[src/ssf_defines.svh]
`ifndef SSF_DEFINES_SVH
`define SSF_DEFINES_SVH

// register offsets (byte addresses)
`define SSF_STATUS_ADDR 4'h0
`define SSF_CTRL_ADDR 4'h4
`define SSF_ADDR_W 4
// status bit positions
`define SSF_TDE_BIT 7
`define SSF_RDF_BIT 6
`define SSF_ORE_BIT 5
`define SSF_FRE_BIT 4
`define SSF_PRE_BIT 3
`define SSF_TX_END_FLAG_BIT 2
`define SSF_MPR_BIT 1
`define SSF_MPT_BIT 0
// reset value of the status register
`define SSF_STATUS_RST 8'h84
// control bit positions
`define SSF_TE_BIT 0
`define SSF_RE_BIT 1
`define SSF_SYNC_BIT 2
`define SSF_MP_BIT 3
`define SSF_ODD_BIT 4
`define SSF_RIE_BIT 5
`define SSF_CTRL_RST 8'h00

`endif

[src/ssf_pkg.sv]
package ssf_pkg;
   // character handed over by the receive shift engine
   typedef struct packed {
      logic [7:0] data;
      logic parity;
      logic stop1;
      logic mpbit;
   } ssf_rxchar_s;
   // wishbone request
   typedef struct packed {
      logic cyc;
      logic stb;
      logic we;
      logic [3:0] adr;
      logic [3:0] sel;
      logic [31:0] dat;
   } ssf_wbreq_s;
endpackage : ssf_pkg

[src/ssf_status.sv]
`timescale 1ns/1ps
`include "ssf_defines.svh"

module ssf_status
   import ssf_pkg::*;
(
   // clock and reset
   input wire logic clk_i,
   input wire logic rst_i,
   input wire logic standby_i,
   // wishbone slave
   input wire logic cyc_i,
   input wire logic stb_i,
   input wire logic we_i,
   input wire logic [3:0] adr_i,
   input wire logic [3:0] sel_i,
   input wire logic [31:0] dat_i,
   output logic [31:0] dat_o,
   output logic ack_o,
   // transmit engine
   input wire logic tx_load_i,
   input wire logic tx_last_bit_i,
   output logic tx_start_o,
   output logic tx_mpbit_o,
   output logic tx_run_ok_o,
   // receive engine
   input wire logic rx_done_i,
   input wire ssf_rxchar_s rx_char_i,
   input wire logic dma_rd_i,
   output logic [7:0] rx_data_o,
   output logic rx_run_ok_o,
   // interrupt requests to the interrupt controller
   output logic rx_full_irq_o,
   output logic rx_error_irq_o
);

   // -------------------------------------------------------------
   // bus decode
   // -------------------------------------------------------------
   logic [7:0] stat_r;
   logic [7:0] ctrl_r;
   logic [4:0] armed_r;
   logic ack_r;
   logic [31:0] rdat_r;
   logic [7:0] rxd_r;
   logic start_r;
   logic rxirq_r;
   logic erirq_r;

   wire acc = cyc_i && stb_i && !ack_r;
   wire hit_stat = adr_i == `SSF_STATUS_ADDR;
   wire hit_ctrl = adr_i == `SSF_CTRL_ADDR;
   wire wr_stat = acc && we_i && hit_stat && sel_i[0];
   wire wr_ctrl = acc && we_i && hit_ctrl && sel_i[0];
   wire rd_stat = acc && !we_i && hit_stat;
   wire te = ctrl_r[`SSF_TE_BIT];
   wire re = ctrl_r[`SSF_RE_BIT];
   wire sync_md = ctrl_r[`SSF_SYNC_BIT];
   wire mp_md = ctrl_r[`SSF_MP_BIT];
   wire odd_par = ctrl_r[`SSF_ODD_BIT];
   wire rie = ctrl_r[`SSF_RIE_BIT];
   wire te_fall = wr_ctrl && te && !dat_i[`SSF_TE_BIT];
   wire init = rst_i || standby_i;

   // clearable flags packed as tde, rdf, ore, fre, pre
   wire [4:0] clr_flags = stat_r[7:3];
   wire [4:0] wclr = {5{wr_stat}} & armed_r & ~dat_i[7:3];
   wire err_any = stat_r[`SSF_ORE_BIT] | stat_r[`SSF_FRE_BIT]
      | stat_r[`SSF_PRE_BIT];
   wire rx_ok = re && !err_any;
   wire rx_take = rx_done_i && rx_ok;
   wire par_bad = !sync_md
      && ((^rx_char_i.data ^ rx_char_i.parity) != odd_par);
   wire frm_bad = !sync_md && !rx_char_i.stop1;
   wire ovr = rx_take && stat_r[`SSF_RDF_BIT];
   wire good = rx_take && !ovr && !par_bad && !frm_bad;

   // -------------------------------------------------------------
   // status next value
   // -------------------------------------------------------------
   logic [7:0] stat_nxt;
   always_comb begin
      stat_nxt = stat_r;
      stat_nxt[7:3] = clr_flags & ~wclr;
      // tx end clears with tx empty
      if (wclr[4] && te) begin
         stat_nxt[`SSF_TX_END_FLAG_BIT] = 1'b0;
      end
      if (dma_rd_i) begin
         stat_nxt[`SSF_RDF_BIT] = 1'b0;
      end
      // tx empty set events (set wins)
      if (te_fall || tx_load_i || !te) begin
         stat_nxt[`SSF_TDE_BIT] = 1'b1;
      end
      if (te_fall || (tx_last_bit_i && stat_r[`SSF_TDE_BIT])) begin
         stat_nxt[`SSF_TX_END_FLAG_BIT] = 1'b1;
      end
      if (ovr) begin
         stat_nxt[`SSF_ORE_BIT] = 1'b1;
      end
      if (good) begin
         stat_nxt[`SSF_RDF_BIT] = 1'b1;
      end
      if (rx_take && !ovr && frm_bad) begin
         stat_nxt[`SSF_FRE_BIT] = 1'b1;
      end
      if (rx_take && !ovr && par_bad) begin
         stat_nxt[`SSF_PRE_BIT] = 1'b1;
      end
      if (rx_take && !ovr && mp_md && !sync_md) begin
         stat_nxt[`SSF_MPR_BIT] = rx_char_i.mpbit;
      end
      if (wr_stat) begin
         stat_nxt[`SSF_MPT_BIT] = dat_i[`SSF_MPT_BIT];
      end
   end

   // arm markers on read of one
   logic [4:0] armed_nxt;
   assign armed_nxt = wr_stat ? 5'h00
      : (rd_stat ? (armed_r | clr_flags) : armed_r) & clr_flags;

   // -------------------------------------------------------------
   // registers
   // -------------------------------------------------------------
   // reset and standby value
   always_ff @(posedge clk_i) begin
      if (init) begin
         stat_r <= `SSF_STATUS_RST;
         armed_r <= 5'h00;
      end else begin
         stat_r <= stat_nxt;
         armed_r <= armed_nxt;
      end
   end

   // control register
   always_ff @(posedge clk_i) begin
      if (init) begin
         ctrl_r <= `SSF_CTRL_RST;
      end else if (wr_ctrl) begin
         ctrl_r <= dat_i[7:0];
      end
   end

   always_ff @(posedge clk_i) begin
      if (rst_i) begin
         rxd_r <= 8'h00;
      end else if (rx_take && !ovr) begin
         rxd_r <= rx_char_i.data;
      end
   end

   // bus answer, one registered ack per request, one cycle after it
   always_ff @(posedge clk_i) begin
      if (rst_i) begin
         ack_r <= 1'b0;
         rdat_r <= 32'h0000_0000;
      end else begin
         ack_r <= acc;
         rdat_r <= hit_stat ? {24'h000000, stat_r}
            : hit_ctrl ? {24'h000000, ctrl_r} : 32'h0000_0000;
      end
   end

   always_ff @(posedge clk_i) begin
      if (init) begin
         start_r <= 1'b0;
         rxirq_r <= 1'b0;
         erirq_r <= 1'b0;
      end else begin
         start_r <= te && wclr[4] && !(sync_md && err_any);
         rxirq_r <= rie && stat_nxt[`SSF_RDF_BIT];
         erirq_r <= rie && |stat_nxt[5:3];
      end
   end

   // -------------------------------------------------------------
   // outputs
   // -------------------------------------------------------------
   assign dat_o = rdat_r;
   assign ack_o = ack_r;
   assign tx_start_o = start_r;
   assign tx_mpbit_o = stat_r[`SSF_MPT_BIT];
   assign rx_data_o = rxd_r;
   assign rx_full_irq_o = rxirq_r;
   assign rx_error_irq_o = erirq_r;

   logic txok_r;
   logic rxok_r;
   wire ctrl_nxt_re = wr_ctrl ? dat_i[`SSF_RE_BIT] : re;
   always_ff @(posedge clk_i) begin
      if (init) begin
         txok_r <= 1'b0;
         rxok_r <= 1'b0;
      end else begin
         txok_r <= te && !(sync_md && |stat_nxt[5:3]);
         rxok_r <= ctrl_nxt_re && !(|stat_nxt[5:3]);
      end
   end
   assign tx_run_ok_o = txok_r;
   assign rx_run_ok_o = rxok_r;
endmodule : ssf_status

[config.mk]
export PLATFORM = sky130hd
export DESIGN_NAME = ssf_status
export DESIGN_NICKNAME = d
export VERILOG_FILES = /design/src/ssf_pkg.sv /design/src/ssf_status.sv
export VERILOG_INCLUDE_DIRS = /design/src
export SDC_FILE = /design/constraint.sdc
export NUM_CORES = 1
export LEC_CHECK = 0
export BUFFER_PORTS_ARGS = -buffer_cell sky130_fd_sc_hd__buf_2
export CELL_PAD_IN_SITES_DETAIL_PLACEMENT = 0
export CELL_PAD_IN_SITES_GLOBAL_PLACEMENT = 1
export CORE_ASPECT_RATIO = 1.5
export CORE_MARGIN = 2
export CORE_UTILIZATION = 30
export DETAILED_ROUTE_END_ITERATION = 8
export PLACE_DENSITY = 0.81
export SLEW_MARGIN = 5
export SYNTH_ARGS = -nofsm -noshare
export SYNTH_HDL_FRONTEND = slang
export SYNTH_SLANG_ARGS = --single-unit
[constraint.sdc]
create_clock -name clk_i -period 1.9 [get_ports clk_i]
set_input_delay 0.095 -clock clk_i [delete_from_list [all_inputs] [get_ports clk_i]]
set_output_delay 0.095 -clock clk_i [all_outputs]
set_load 0.1 [all_outputs]
==> metrics.md <==
| Metric | Value |
|---|---|
| Status | `finished, final reports clean` |
| Number of global-route vias before repair | `1491` |
| Most common flop cell mapped by yosys | `dfxtp_1` |
| Synth Cell Area | `1896 um2` |
| # diodes | `0` |
| Int Pwr | `1.232 mW` |
| RD Place Congestion | `0.7977` |
| Antenna violations before repair | `0` |
| R2r worst-path depth | `5` |
| # DRC | `0` |
| Final Cycle Share | `93.52%` |
| Met3 usage | `3.778%` |
| Overall power | `1.865 mW` |
| WL per Instance | `13.29 um` |
| Clock sinks | `43` |
| Sw Ratio | `33.96%` |
| Reg power frac | `48.4%` |
| Max-cap viol count | `0` |
| Worst rel slew slack | `61.70%` |
| Total CTS buffers | `5` |
| Crit path kind | `flop to flop` |
| Sequential fraction of the synthesis area | `45.41%` |
| EDFF count, synth | `0` |
| P per Cell Area | `790.4 nW/um2` |
| Commonest cells after routing, fill and taps aside | `buf_2 (56), dfxtp_1 (42), nor2_1 (37)` |
| Reg2Reg Setup Slack | `0.12 ns` |
| TritonCTS clock tree | `done` |
| Worst flop-to-flop path endpoint | `rx_run_ok_o$_SDFF_PP0_` |
| PortBufs | `56` |
| Clock Skews | `0.006175 ns` |
| Unrepaired setup endpoints after global routing | `false` |
| Area leader, netlist | `dfxtp_1` |
| Arrival time at the worst endpoint | `2.03 ns` |
| Initial Util | `30.92%` |
| Die X | `68.90 um` |
| Total gr overflow | `0` |
| Gate Count Post-Synth | `201` |
| Layout cells sized above 1 | `31.25%` |
| Met1 GRT Util | `15.25%` |
| Yosys cell types | `38` |
| Peak Freq | `562.8 MHz` |
| Final hold violations | `0` |
| P_sw | `633.4 uW` |
| CP Capture Type | `flop` |
| Origin of the critical flop-to-flop path | `ack_o$_SDFF_PP0_` |
| Worst Setup SP | `ack_o$_SDFF_PP0_` |
| Worst setup SP type | `flop` |
| Critical Path Sink | `rx_run_ok_o$_SDFF_PP0_` |
| Worst-Margin Slew | `0.5701 ns` |
| First-pass GRT wire length | `7.224 mm` |
| DIE AREA | `6983 um2` |
| Commonest non-fill, non-tap cell in the layout | `buf_2` |
| Synth top area share | `45.41%` |
| Setup Fix Bufs, Post-CTS | `0` |
| Post-synthesis register bit count | `43` |
| VDD IR-drop max | `0.3046 mV` |
| Setup TNS | `0 ns` |
| Largest net degree at the start of global routing | `20` |
| Final WL | `4.600 mm` |
| CP max-delay cell | `o41ai_1` |
| Slowest cell delay on critical path | `0.54 ns` |
| Worst EP required | `2.15 ns` |
| Clock power frac | `32.6%` |
| LEAKAGE | `1.045 nW` |
| Hold crit path type | `input pin to flop` |
| Comb power frac | `19.0%` |
| Met2 global-route usage | `25.52%` |
| Largest cells by area after synthesis | `dfxtp_1 (45%), mux2i_1 (9.5%), buf_4 (9.5%)` |
| Mean Syn Cell Area | `9.431 um2` |
| Max Slew Vio Count | `0` |
| CTS H-tree lvls | `2` |
| Routed Antenna Nets | `0` |
| Synthesis-to-layout area growth | `24.49%` |
| Num ports | `108` |
| Max Buffers Root-to-Sink | `2` |
| First DRT Iteration DRCs | `55` |
| Via count | `1585` |
| Worst skew pair latency | `0.30 ns` |
| Worst Path Max Fanout | `6` |
| GRT Total Usage | `14.07%` |
| Clock Pin Slew Worst Setup and Hold Paths | `0.09 ns` |
| DR vias/cell | `4.581` |
| Clock Tree Root | `clkbuf_8` |
| FFs w/ async S/R, synth | `0%` |
| Cells along the critical path | `nand3b_2 -> o41ai_1 -> nand4_1 -> nor2b_1 -> and3_1` |
| Placed wire-length estimate | `3.583 mm` |
| Minimum clock period | `1.777 ns` |
| FP Rows | `35` |
| DRT Pass-1 Iters | `4` |
| Core area | `6131 um2` |
| Ys Warns | `0` |
| Die Y | `101.4 um` |
| Top Usage Layer GRT | `met2` |
| Final #Nets | `332` |
| Final setup violation count | `0` |
| Number of fill cells in the layout | `662` |
## worst min path at each step
stage                 start                      to  slack [ns]  cells after the start
6_report           dat_i[2]  ctrl_r[2]$_SDFFE_PP0N_        0.04                      3
5_1_grt        rx_char_i[0]  stat_r[1]$_SDFFE_PP0P_        0.04                      3
4_1_cts            dat_i[2]  ctrl_r[2]$_SDFFE_PP0N_        0.04                      3
3_5_place_dp      tx_load_i    stat_r[7]$_SDFF_PP1_        0.29                      2
3_3_place_gp      tx_load_i    stat_r[7]$_SDFF_PP1_        0.29                      2
2_1_floorplan     tx_load_i    stat_r[7]$_SDFF_PP1_        0.19                      1
## power by group through the flow
stage	clock [mW]	combinational, mW	sequential, mW
after floorplan	0	0.310	0.936
after global placement	0	0.351	0.924
after detailed placement	0	0.352	0.924
after CTS	0.627	0.356	0.903
after global routing	0.662	0.370	0.903
final	0.608	0.354	0.903
## cell usage after synthesis (all sizes together) (3+ instances only)
cell type	n
nand4	3
a22oi	7
nand2	5
o21ai	6
dfxtp	43
mux2i	18
clkbuf	4
inv	5
nand2b	4
o41ai	3
a21oi	7
buf	25
nor3	5
nor2	38
xnor2	6
## cell type report
cell class                      instances  area (um2)  share of cell area (%)
Sequential cell                        43       862.1                   36.53
Clock buffer                            5       68.82                   2.916
Tap cell                               74       92.59                   3.924
Multi-Input combinational cell        147       910.9                   38.60
Clock inverter                          3       23.77                   1.007
Inverter                                5       18.77                  0.7953
Timing Repair Buffer                   69       382.9                   16.22
## routing by layer
metal  wire [um]  up-vias  part of all wire (%)
met3         316        8                   6.9
met1        1765      734                    38
met5           0        -                     0
met4          87        0                   1.9
met2        2432       57                    53
li1            -      786                     -
## cells by family after synthesis
family / Yosys count / synth area share [%]
compound gates: 26 / 9.043
xor+xnor: 8 / 4.422
buf+inv: 34 / 11.48
flops: 43 / 45.41
mux: 18 / 9.505
other cells: 1 / 0.1978
simple gates: 71 / 19.93
## repair_timing
action	CTS	global route
hold buffers	2	0
endpoints found under the hold margin	2	0
resized for setup	0	1
setup endpoints to repair	0	1
## registers in the layout (all words and copies together), names as in the netlist
| name | cells |
|---|---|
| ack_o | 1 |
| stat_r | 8 |
| rx_error_irq_o | 1 |
| ctrl_r | 8 |
| dat_o | 8 |
| armed_r | 5 |
| rx_data_o | 8 |
| rx_run_ok_o | 1 |
| tx_run_ok_o | 1 |
| rx_full_irq_o | 1 |
| tx_start_o | 1 |
## worst max-delay path: cells and delay by family (launching register included)
kind / cells / cell delay [ns]
and+or+nand+nor: 4 / 0.86
AOI/OAI and AO/OA: 1 / 0.54
DFF: 1 / 0.32
## per-stage QoR
| step | worst slack, ns | area, um2 | util, % | std cells | hold slack, ns |
|---|---|---|---|---|---|
| 6_report | 0.1231 | 2360 | 38.49 | 346 | 0.04044 |
| 5_1_grt | 0.01417 | 2360 | 38.49 | 346 | 0.03799 |
| 4_1_cts | 0.1239 | 2352 | 38.37 | 346 | 0.03536 |
| 3_5_place_dp | -0.007323 | 2240 | 36.53 | 336 | 0.2870 |
| 3_3_place_gp | -0.006642 | 2240 | 36.53 | 336 | 0.2887 |
| 2_1_floorplan | 0.03144 | 1983 | - | 224 | 0.1870 |
Note: power is estimated with default switching activity, not from simulation.
